**config.mk**
```make
export PLATFORM = sky130hd
export DESIGN_NAME = smad_decoder
export DESIGN_NICKNAME = d
export VERILOG_FILES = /design/src/smad_pkg.sv /design/src/smad_seg_attr.sv /design/src/smad_bus0.sv /design/src/smad_decoder.sv
export VERILOG_INCLUDE_DIRS = /design/src /design/src/src
export SDC_FILE = /design/constraint.sdc
export NUM_CORES = 1
export LEC_CHECK = 0
export BUFFER_PORTS_ARGS = -buffer_cell sky130_fd_sc_hd__buf_2
export CORE_UTILIZATION = 45
export DETAILED_ROUTE_END_ITERATION = 12
export GPL_TIMING_DRIVEN = 0
export HOLD_SLACK_MARGIN = 0.05
export PLACE_DENSITY = 0.74
export SYNTH_ARGS = -nofsm -noshare
export SYNTH_HDL_FRONTEND = slang
export SYNTH_SLANG_ARGS = --single-unit
```
**constraint.sdc**
```tcl
create_clock -name clk_sys -period 2.1 [get_ports clk_sys]
set_clock_uncertainty 0.15 [all_clocks]
set_input_delay 0.105 -clock clk_sys [delete_from_list [all_inputs] [get_ports clk_sys]]
set_output_delay 0.105 -clock clk_sys [all_outputs]
set_load 0.005 [all_outputs]
```
**src/smad_map.svh**
```systemverilog
// offsets, field positions, reset values and address bounds of the memory decoder
`ifndef SMAD_MAP_SVH
`define SMAD_MAP_SVH

// configuration space offsets
`define SMAD_OFF_PAM0     8'h40
`define SMAD_OFF_PAM1     8'h41
`define SMAD_OFF_PAM2     8'h42
`define SMAD_OFF_PAM3     8'h43
`define SMAD_OFF_HOLE     8'h44
`define SMAD_OFF_TOM_LO   8'h45
`define SMAD_OFF_TOM_HI   8'h46
`define SMAD_OFF_MANAGEMENT_RAM    8'h47
`define SMAD_OFF_DECMODE  8'h48
`define SMAD_OFF_BIOS_EN  8'he3

// field positions in the bios decode enable byte
`define SMAD_E3_TOP_BIT   0
`define SMAD_E3_EN_LSB    1

// reset values and the top of dram limit
`define SMAD_PAM_RST      26'h000_0000
`define SMAD_HOLE_RST     1'b0
`define SMAD_TOM_RST      9'h008
`define SMAD_TOM_MAX      9'h100
`define SMAD_MANAGEMENT_RAM_RST    1'b1
`define SMAD_DECMODE_RST  1'b0
`define SMAD_BIOS_EN_RST  4'hf

// address bounds, each the first address above a range, except SMAD_IO_LAST, the last i/o location
`define SMAD_DOS_END      32'h0008_0000
`define SMAD_HOLE_END     32'h000a_0000
`define SMAD_VGA_END      32'h000c_0000
`define SMAD_EXP_END      32'h000e_0000
`define SMAD_EXT_BASE     32'h0010_0000
`define SMAD_RSV_BASE     32'hfec0_0000
`define SMAD_RSV_END      32'hfed0_0000
`define SMAD_HBIOS_BASE   32'hffc0_0000
`define SMAD_TOP64_BASE   32'hffff_0000
`define SMAD_IO_LAST      17'h1_0002

`endif

```
**src/smad_pkg.sv**
```systemverilog
// types shared by the memory decoder modules
package smad_pkg;

	typedef enum logic [1:0] {
		SMAD_TGT_DRAM = 2'b00,
		SMAD_TGT_PCI  = 2'b01,
		SMAD_TGT_ROM  = 2'b11
	} smad_tgt_t;

	typedef enum logic [1:0] {
		SMAD_ORG_NORTH = 2'b00,
		SMAD_ORG_SOUTH = 2'b01,
		SMAD_ORG_EXT   = 2'b11
	} smad_org_t;

	typedef struct packed {
		logic        valid;
		logic [31:0] addr;
		logic        write;
		logic        from_pci;
		logic        system_management_state;
	} smad_req_t;

	typedef struct packed {
		logic      valid;
		smad_tgt_t tgt;
		logic      reserved_hit;
	} smad_rsp_t;

	typedef struct packed {
		logic      valid;
		smad_org_t origin;
		logic      north_hit;
		logic      south_hit;
	} smad_b0_t;

	typedef struct packed {
		logic valid;
		logic south_claim;
		logic north_claim;
		logic ext_bcast;
	} smad_claim_t;

	typedef struct packed {
		logic [25:0] segment_attribute_map;
		logic        fixed_hole;
		logic [8:0]  tom_mb;
		logic        smm_vga_dram;
		logic        south_subtr;
		logic [3:0]  bios_en;
	} smad_cfg_t;

	typedef struct packed {
		smad_cfg_t   cfg;
		smad_rsp_t   rsp;
		smad_claim_t claim;
		logic [7:0]  cfg_rdata;
		logic        cfg_ack;
		logic        io_done;
		logic        io_ok;
	} smad_state_t;

endpackage

```
**src/smad_seg_attr.sv**
```systemverilog
// attribute lookup for the thirteen compatibility segments
`timescale 1ns/1ns
module smad_seg_attr
	import smad_pkg::*;
(
	input  wire logic [31:0] addr,    // access address
	input  wire logic [25:0] segment_attribute_map,     // two bits per segment, {we, re}
	output logic             seg_hit, // address lies in c0000..fffff
	output logic             we,      // write goes to dram
	output logic             re       // read goes to dram
);

	logic [3:0] idx;
	logic [3:0] seg;

	// c0000..effff are 16 KB segments 0..11, f0000..fffff one segment 12
	always_comb
	begin
		idx     = addr[17:14];
		seg_hit = (addr[31:20] == 12'h000) && (addr[19:18] == 2'b11); // RULE18
		seg     = (idx >= 4'hc) ? 4'hc : idx;
		we      = segment_attribute_map[{seg, 1'b1}];
		re      = segment_attribute_map[{seg, 1'b0}];
	end

endmodule

```
**src/smad_bus0.sv**
```systemverilog
// claim and broadcast decision for a cycle seen on internal bus 0
`timescale 1ns/1ns
module smad_bus0
	import smad_pkg::*;
(
	input  wire smad_b0_t    cyc,         // cycle on internal bus 0
	input  wire logic        south_subtr, // south cluster decodes subtractively
	output smad_claim_t      claim        // who takes the cycle
);

	always_comb
	begin
		claim       = '0;
		claim.valid = cyc.valid;
		if (cyc.valid)
		begin
			// south never claims its own cycle
			if (cyc.origin != SMAD_ORG_SOUTH)
			begin
				// subtractive: take what the north cluster does not claim
				if (south_subtr)
					claim.south_claim = !(cyc.origin == SMAD_ORG_EXT && cyc.north_hit); // RULE15
				else
					claim.south_claim = cyc.south_hit; // RULE15
			end
			// north only claims on a positive address match
			if (cyc.origin != SMAD_ORG_NORTH)
				claim.north_claim = cyc.north_hit; // RULE16
			// cluster to cluster traffic is mirrored outside
			claim.ext_bcast = (cyc.origin != SMAD_ORG_EXT); // RULE17
		end
	end

endmodule

```
**src/smad_decoder.sv**
```systemverilog
// system memory address decoder with its configuration registers
//
// Summary of operation
// (RULE1) 32-bit memory space, 64K+3 I/O locations
// (RULE2) 0..7FFFFh always goes to dram
// (RULE3) 80000h..9FFFFh dram, or pci when hole
// (RULE4) video range pci normally, dram in smm
// (RULE5) attributes never affect the video range
// (RULE6) management ram control steers smm video access
// (RULE7) eight 16 KB expansion segments, four modes
// (RULE8) disabled segment dram is simply unreachable
// (RULE9) e/f range: read/write attributes pick dram/rom
// (RULE10) 1 MB to top of dram goes dram
// (RULE11) above top of dram to FEBFFFFF: pci
// (RULE12) FEC00000 range reserved, never dram or rom
// (RULE13) FFC00000..FFFEFFFF rom or pci per E3h
// (RULE14) top 64 KB always rom, bit reads 1
// (RULE15) south claims bus 0 positively or subtractively
// (RULE16) north claims bus 0 only on match
// (RULE17) cluster cycles broadcast onto external pci
// (RULE18) thirteen segments with separate read/write enables
// (RULE19) f0000h segment disabled after reset
// (RULE20) extended bios segments: separate read/write attributes
// (RULE21) each access gets exactly one target
//
// address map, first match wins
//   00000000..0007ffff  dram
//   00080000..0009ffff  dram, pci when fixed hole set
//   000a0000..000bffff  pci, dram for processor in smm with 47h bit0
//   000c0000..000dffff  eight segments, dram or pci
//   000e0000..000effff  four segments, dram or rom
//   000f0000..000fffff  one segment, dram or rom
//   00100000..top       dram
//   top..febfffff       pci
//   fec00000..fecfffff  reserved, pci with flag
//   fed00000..ffbfffff  pci
//   ffc00000..fffeffff  rom or pci, one e3h bit per 1 MB
//   ffff0000..ffffffff  rom
//   i/o space 00000h..10002h, wrap locations included
//
// configuration bytes
//   40h..43h  segment_attribute_map, two bits per segment {we, re}
//   44h       bit0 fixed_hole_control
//   45h, 46h  top_of_dram in MB, nine bits, clamped to 256
//   47h       bit0 management_ram video steering
//   48h       bit0 south cluster subtractive mode
//   e3h       bios_rom_decode_enables, bit0 wired high
//
// every answer is registered, one cycle after its request;
// config writes take effect for accesses on the next edge
// limitation: extended smm and high bios alias are not decoded here
`timescale 1ns/1ns
`include "smad_map.svh"
module smad_decoder
	import smad_pkg::*;
(
	input  wire logic        clk_sys,          // bridge clock, 125 MHz
	input  wire logic        nrst,             // synchronous reset, low
	input  wire logic        cfg_sel,          // configuration access this cycle
	input  wire logic        cfg_wr,           // 1 write, 0 read
	input  wire logic [7:0]  cfg_addr,         // configuration byte offset
	input  wire logic [7:0]  cfg_wdata,        // write byte
	output logic      [7:0]  cfg_rdata,        // read byte
	output logic             cfg_ack,          // access done pulse
	input  wire smad_req_t   mem_req,          // memory access to route
	output logic             mem_done,         // routing valid pulse
	output smad_tgt_t        mem_tgt,          // chosen target
	output logic             mem_reserved,     // access hit reserved range
	input  wire logic        io_valid,         // i/o access request
	input  wire logic [16:0] io_addr,          // i/o byte address
	output logic             io_done,          // i/o check valid pulse
	output logic             io_ok,            // address within i/o space
	input  wire smad_b0_t    b0_cyc,           // cycle on internal bus 0
	output logic             b0_done,          // claim result valid pulse
	output logic             b0_south_claim,   // south cluster claims
	output logic             b0_north_claim,   // north cluster claims
	output logic             b0_ext_bcast      // cycle copied outside
);

	// the whole block state, one register
	smad_state_t s;
	smad_state_t next_s;

	// lookup results for the current access
	logic        seg_hit;
	logic        seg_we;
	logic        seg_re;
	smad_claim_t b0_claim;

	// segment attribute lookup for the access being routed
	// both attribute bits are looked up; route() picks by direction
	smad_seg_attr u_seg
	(
		.addr    (mem_req.addr),
		.segment_attribute_map     (s.cfg.segment_attribute_map),
		.seg_hit (seg_hit),
		.we      (seg_we),
		.re      (seg_re)
	);

	// bus 0 claim decision
	// registered one cycle later, like every other answer
	smad_bus0 u_bus0
	(
		.cyc         (b0_cyc),
		.south_subtr (s.cfg.south_subtr),
		.claim       (b0_claim)
	);

	// first byte above dram; value is clamped to 256 MB on write
	function automatic logic [31:0] tom_bound
	(
		input logic [8:0] tom_mb
	);
		tom_bound = {3'b000, tom_mb, 20'h0_0000};
	endfunction

	// clamp a top of dram value to the largest legal size
	// larger values would claim dram that cannot exist
	function automatic logic [8:0] tom_clamp
	(
		input logic [8:0] tom_mb
	);
		tom_clamp = (tom_mb > `SMAD_TOM_MAX) ? `SMAD_TOM_MAX : tom_mb; // RULE10
	endfunction

	// true inside the reserved block; shared by routing and the flag
	function automatic logic in_reserved
	(
		input logic [31:0] a
	);
		in_reserved = (a >= `SMAD_RSV_BASE) && (a < `SMAD_RSV_END);
	endfunction

	// read image of the bios decode enable byte
	// bits 7:5 are unused and read zero
	function automatic logic [7:0] bios_byte
	(
		input logic [3:0] bios_en
	);
		bios_byte                  = 8'h00;
		bios_byte[`SMAD_E3_EN_LSB +: 4] = bios_en;
		bios_byte[`SMAD_E3_TOP_BIT] = 1'b1; // RULE14
	endfunction

	// configuration read mux; unmapped offsets read zero
	// reserved bits of each byte read as zero
	function automatic logic [7:0] cfg_read
	(
		input logic [7:0] a,
		input smad_cfg_t  c
	);
		case (a)
			`SMAD_OFF_PAM0:    cfg_read = c.segment_attribute_map[7:0];
			`SMAD_OFF_PAM1:    cfg_read = c.segment_attribute_map[15:8];
			`SMAD_OFF_PAM2:    cfg_read = c.segment_attribute_map[23:16];
			`SMAD_OFF_PAM3:    cfg_read = {6'b00_0000, c.segment_attribute_map[25:24]};
			`SMAD_OFF_HOLE:    cfg_read = {7'h00, c.fixed_hole};
			`SMAD_OFF_TOM_LO:  cfg_read = c.tom_mb[7:0];
			`SMAD_OFF_TOM_HI:  cfg_read = {7'h00, c.tom_mb[8]};
			`SMAD_OFF_MANAGEMENT_RAM:   cfg_read = {7'h00, c.smm_vga_dram};
			`SMAD_OFF_DECMODE: cfg_read = {7'h00, c.south_subtr};
			`SMAD_OFF_BIOS_EN: cfg_read = bios_byte(c.bios_en);
			default:           cfg_read = 8'h00;
		endcase
	endfunction

	// the routing decision; the if-chain makes one target per access
	function automatic smad_tgt_t route
	(
		input smad_req_t r,
		input smad_cfg_t c,
		input logic      we,
		input logic      re
	);
		logic en;
		logic cpu_smm;
		en      = r.write ? we : re;
		// only the processor can be in management mode
		cpu_smm = r.system_management_state && !r.from_pci;
		// low dos area: fixed, no control applies
		if (r.addr < `SMAD_DOS_END)
			route = SMAD_TGT_DRAM; // RULE2
		// upper dos area: optional hole
		else if (r.addr < `SMAD_HOLE_END)
			route = c.fixed_hole ? SMAD_TGT_PCI : SMAD_TGT_DRAM; // RULE3
		// video buffer: steered by smm state and 47h bit0 only
		else if (r.addr < `SMAD_VGA_END)
		begin
			// attributes are not consulted here
			if (cpu_smm && c.smm_vga_dram) // RULE6
				route = SMAD_TGT_DRAM; // RULE4
			else
				route = SMAD_TGT_PCI; // RULE5
		end
		// expansion area: disabled segments go out to pci
		else if (r.addr < `SMAD_EXP_END)
			// a disabled segment falls through to pci, dram is not moved
			route = en ? SMAD_TGT_DRAM : SMAD_TGT_PCI; // RULE7 RULE8
		// bios area below 1 MB: disabled means rom
		else if (r.addr < `SMAD_EXT_BASE)
			route = en ? SMAD_TGT_DRAM : SMAD_TGT_ROM; // RULE9 RULE20
		// main dram above 1 MB up to top of dram
		else if (r.addr < tom_bound(c.tom_mb))
			route = SMAD_TGT_DRAM; // RULE10
		// pci hole between dram and the reserved block
		else if (r.addr < `SMAD_RSV_BASE)
			route = SMAD_TGT_PCI; // RULE11
		// reserved: sent to pci so nothing inside answers
		else if (in_reserved(r.addr))
			route = SMAD_TGT_PCI; // RULE12
		// pci above the reserved block
		else if (r.addr < `SMAD_HBIOS_BASE)
			route = SMAD_TGT_PCI;
		// high bios: one enable bit per 1 MB
		else if (r.addr < `SMAD_TOP64_BASE)
			route = c.bios_en[r.addr[21:20]] ? SMAD_TGT_ROM : SMAD_TGT_PCI; // RULE13
		// top 64 KB: always rom
		else
			route = SMAD_TGT_ROM; // RULE14
	endfunction

	// values of every flop after reset
	// pam all zero: every segment, f0000 too, starts disabled
	function automatic smad_state_t reset_state();
		smad_state_t z;
		z                  = '0;
		z.cfg.segment_attribute_map          = `SMAD_PAM_RST; // RULE19
		z.cfg.fixed_hole   = `SMAD_HOLE_RST;
		z.cfg.tom_mb       = `SMAD_TOM_RST;
		z.cfg.smm_vga_dram = `SMAD_MANAGEMENT_RAM_RST;
		z.cfg.south_subtr  = `SMAD_DECMODE_RST;
		z.cfg.bios_en      = `SMAD_BIOS_EN_RST;
		z.rsp.tgt          = SMAD_TGT_DRAM;
		reset_state        = z;
	endfunction

	// next state: configuration access, routing, i/o check, bus 0
	always_comb
	begin
		next_s = s;

		// pulses last one cycle
		next_s.cfg_ack = 1'b0;
		next_s.io_done = 1'b0;

		// configuration write; read-only and reserved bits drop out
		// a write to 45h or 46h clamps the whole nine-bit value,
		// so lowering the size from 256 needs 46h written before 45h
		if (cfg_sel && cfg_wr)
		begin
			case (cfg_addr)
				`SMAD_OFF_PAM0:
					next_s.cfg.segment_attribute_map[7:0] = cfg_wdata; // RULE18
				`SMAD_OFF_PAM1:
					next_s.cfg.segment_attribute_map[15:8] = cfg_wdata;
				`SMAD_OFF_PAM2:
					next_s.cfg.segment_attribute_map[23:16] = cfg_wdata;
				`SMAD_OFF_PAM3:
					next_s.cfg.segment_attribute_map[25:24] = cfg_wdata[1:0];
				`SMAD_OFF_HOLE:
					next_s.cfg.fixed_hole = cfg_wdata[0];
				`SMAD_OFF_TOM_LO:
					next_s.cfg.tom_mb = tom_clamp({s.cfg.tom_mb[8], cfg_wdata});
				`SMAD_OFF_TOM_HI:
					next_s.cfg.tom_mb = tom_clamp({cfg_wdata[0], s.cfg.tom_mb[7:0]});
				`SMAD_OFF_MANAGEMENT_RAM:
					next_s.cfg.smm_vga_dram = cfg_wdata[0];
				`SMAD_OFF_DECMODE:
					next_s.cfg.south_subtr = cfg_wdata[0];
				`SMAD_OFF_BIOS_EN:
					// top 64 KB bit is wired, not stored
					next_s.cfg.bios_en = cfg_wdata[`SMAD_E3_EN_LSB +: 4];
				default:
					next_s.cfg = s.cfg;
			endcase
		end

		// every access is acknowledged; reads return the old value
		// read data holds until the next read, writes leave it
		if (cfg_sel)
		begin
			next_s.cfg_ack = 1'b1;
			if (!cfg_wr)
				next_s.cfg_rdata = cfg_read(cfg_addr, s.cfg);
		end

		// memory routing, one cycle from request to answer
		// a pci master never carries smm; route() masks it anyway
		next_s.rsp.valid = mem_req.valid;
		if (mem_req.valid)
		begin
			next_s.rsp.tgt = route(mem_req, s.cfg, seg_we, seg_re); // RULE21
			next_s.rsp.reserved_hit = in_reserved(mem_req.addr); // RULE12
		end
		else
			next_s.rsp.reserved_hit = 1'b0;

		// i/o space reaches 64K+3 through the wrap locations
		if (io_valid)
		begin
			next_s.io_done = 1'b1;
			next_s.io_ok   = (io_addr <= `SMAD_IO_LAST); // RULE1
		end

		// bus 0 claim result, registered
		next_s.claim = b0_claim;
	end

	// single state register with synchronous reset
	// nrst must be held for at least one edge;
	// the first request may follow on the first edge with nrst high
	always_ff @(posedge clk_sys)
	begin
		if (!nrst)
			s <= reset_state();
		else
			s <= next_s;
	end

	// outputs straight from the state flops
	// no logic between flop and pin keeps output timing flat
	assign cfg_rdata      = s.cfg_rdata;
	assign cfg_ack        = s.cfg_ack;
	assign mem_done       = s.rsp.valid;
	assign mem_tgt        = s.rsp.tgt;
	assign mem_reserved   = s.rsp.reserved_hit;
	assign io_done        = s.io_done;
	assign io_ok          = s.io_ok;
	assign b0_done        = s.claim.valid;
	assign b0_south_claim = s.claim.south_claim;
	assign b0_north_claim = s.claim.north_claim;
	assign b0_ext_bcast   = s.claim.ext_bcast;

endmodule

```
==> out/qor.yml <==
crit_type: "input pin to register"
grt_util_met1: 0.313
ys_seq_area_frac: 0.362
grt_pass1_wl_mm: 15.3
synthAdderAreaFrac: 0.0297
clock.fmax_mhz: 486
synth_area_per_cell_um2: 8.44
core_area_um2: 7250
dieHeight_um: 88.6
async_flop_share: 0
dp.final_hpwl_mm: 7.28
clk_latency_ns: 0.35
powerDensity_nw_per_um2: 541
synth_xor_area_frac: 0
report.final.hold_viol_count: 0
synth_top_area_cell: "dfxtp_1"
wl_per_cell_um: 16.3
cp-start-kind: "input pin"
synth_compound_area_frac: 0.169
cp.required_ns: 2.21
grt_max_degree: 11
mostFrequentLayoutCell: "buf_2"
syn_inst: 400
slew_violations: 0
cts_made_buffers: 9
synth_warnings: 0
htree_levels: 3
met2_usage: 0.454
final_core_util: 0.607
syn_nets: 487
drtAntennaViolNets: 0
synth_seq_cells: 61
yosysUniqueCellTypes: 59
synthMuxAreaShare: 0.116
overflow: 0
clk_pin_slew_ns: 0.07
cts_root_buf: "clkbuf_8"
worstMarginPinSlew_ns: 0.690
num_rows: 31
tns_ns: 0
drt_pass1_iterations: 8
vias: 3556
yosys.area_share.simple: 0.256
grtUsageTotal: 0.263
grt_pass1_vias: 3182
drive_above_1_share: 0.251
post-route-min-period_ns: 2.06
ys_top_cells_by_area: "dfxtp_1, mux2i_1, nand2_1"
synth_top_family_by_area: "simple AND/OR/NAND/NOR gates"
met3_usage: 0.0681
io_buffers: 80
status: "finished, final reports clean"
ys.flop_type: "dfxtp_1"
wl_mm: 10.2
drt_iter0_drc: 308
cp_max_fo: 10
gp_congestion: 0.894
place_ws_ns: -0.479
synthToLayoutAreaGrowth_pct: 30.3
synth_top_area_frac: 0.362
fin_crit_sh: 0.979
setup_viol: 0
clock_sinks: 61
antenna_cells: 0
cts.path.max_buffers: 2
start_util: 0.465
relSlewSlack: 0.536
hold_path_class: "input pin to register"
mappedNetlistArea_um2: 3380
p_leak_uw: 0.00185
end_kind: "register"
viasPerCell: 5.70
setup_ws_ns: 0.0435
final_cell_mix: "buf_2, dfxtp_1, nand2_1"
busiest_layer: "met2"
dieWidth_um: 88.6
maxCapViolations: 0
drc_errors: 0
nNetsFinal: 608
arrival_ns: 2.17
fin_area_um2: 4400
synth_edf_count: 0
ios: 98
place_area_um2: 3900
antenna_found_initial: 0
ir_worst_vdd_v: 0.000340
fillCellCount: 662
die_area_um2: 7850
tritoncts: "built"
-- critical path: stages --
cell and delay, ns:
buf_2 0.10, or4b_4 0.59, nor3b_4 0.36, a41o_4 0.29, nand2_8 0.07, or4b_4 0.48
a21oi_2 0.16
-- per-layer routing --
metal  wire length (µm)  vias up
met5                  0        -
met2               4830      176
met1               4260     1674
met4                269        0
li1                   -     1682
met3                797       24
-- flip-flops by register name (all words and copies together) (netlist names) --
| register | cells |
|---|---|
| cfg_rdata | 8 |
| b0_north_claim | 1 |
| io_ok | 1 |
| s | 42 |
| mem_done | 1 |
| b0_done | 1 |
| mem_reserved | 1 |
| mem_tgt | 2 |
| b0_ext_bcast | 1 |
| io_done | 1 |
| b0_south_claim | 1 |
| cfg_ack | 1 |
-- cells in the mapped netlist, types with 3 or more instances --
| library cell | n |
|---|---|
| clkbuf_1 | 19 |
| dfxtp_1 | 61 |
| nor2_1 | 31 |
| nand2b_1 | 5 |
| a22oi_1 | 10 |
| mux2i_1 | 29 |
| nor2b_1 | 4 |
| nand2_1 | 47 |
| a211o_1 | 3 |
| o21ai_0 | 17 |
| nor4_1 | 8 |
| a21oi_1 | 26 |
| mux2_2 | 3 |
| a31oi_1 | 3 |
| ha_1 | 8 |
| and2_1 | 8 |
| a2bb2oi_1 | 3 |
| buf_4 | 10 |
| mux4_2 | 3 |
| a222oi_1 | 3 |
| nor3_1 | 7 |
| nand4_1 | 5 |
| inv_1 | 11 |
| a22o_1 | 4 |
| nand3_1 | 28 |
-- final timing paths --
path	from	to	slack (ns)	depth (start not counted)
setup / recovery	cfg_addr[4]	s[32]	0.04	7
hold / removal	mem_req[31]	mem_reserved	0.06	4
setup reg to reg	s[51]	mem_tgt[1]	0.13	6
hold reg to reg	cfg_rdata[0]	cfg_rdata[0]	0.33	2
-- repair_timing --
item | CTS | global route
hold buffers | 27 | 0
setup buffers | 0 | 6
hold endpoints to repair | 43 | 0
endpoints found under the setup margin | 15 | 37
gates resized for setup | 2 | 5
gates cloned | 0 | 0
pin swaps | 1 | 5
-- stage by stage --
stage | total power [µW] | hold slack (ns) | std cells
2_1_floorplan | 1320 | 0.0468 | 400
3_3_place_gp | 1440 | 0.158 | 579
3_5_place_dp | 1450 | 0.165 | 579
4_1_cts | 2380 | 0.0586 | 620
5_1_grt | 2480 | 0.0877 | 624
6_report | 2380 | 0.0647 | 624
-- power by group --
group          internal, µW  switching [µW]  total [µW]
clock network           450             463         912
logic                   136             163         298
registers              1170            3.46        1170
total                  1750             629        2380
-- final cells by class --
type | count | area, µm² | share of cell area
Buffer | 31 | 165 | 0.0375
Timing Repair Buffer | 113 | 716 | 0.163
Inverter | 12 | 45.0 | 0.0102
Sequential cell | 61 | 1220 | 0.278
Tap cell | 99 | 124 | 0.0282
Clock buffer | 11 | 141 | 0.0321
Clock inverter | 4 | 25.0 | 0.00569
Multi-Input combinational cell | 293 | 1960 | 0.446
-- logic make-up (layout without fill, tap and decap cells) --
group / Yosys count / count (layout)
AND/OR/NAND/NOR: 165 / 165
flip-flops: 61 / 61
AO/OA/AOI/OAI: 85 / 85
buffers and inverters: 46 / 171
multiplexers: 35 / 35
adder cells (fa/ha/maj): 8 / 8
No activity file was read; power rests on OpenSTA's default activity.
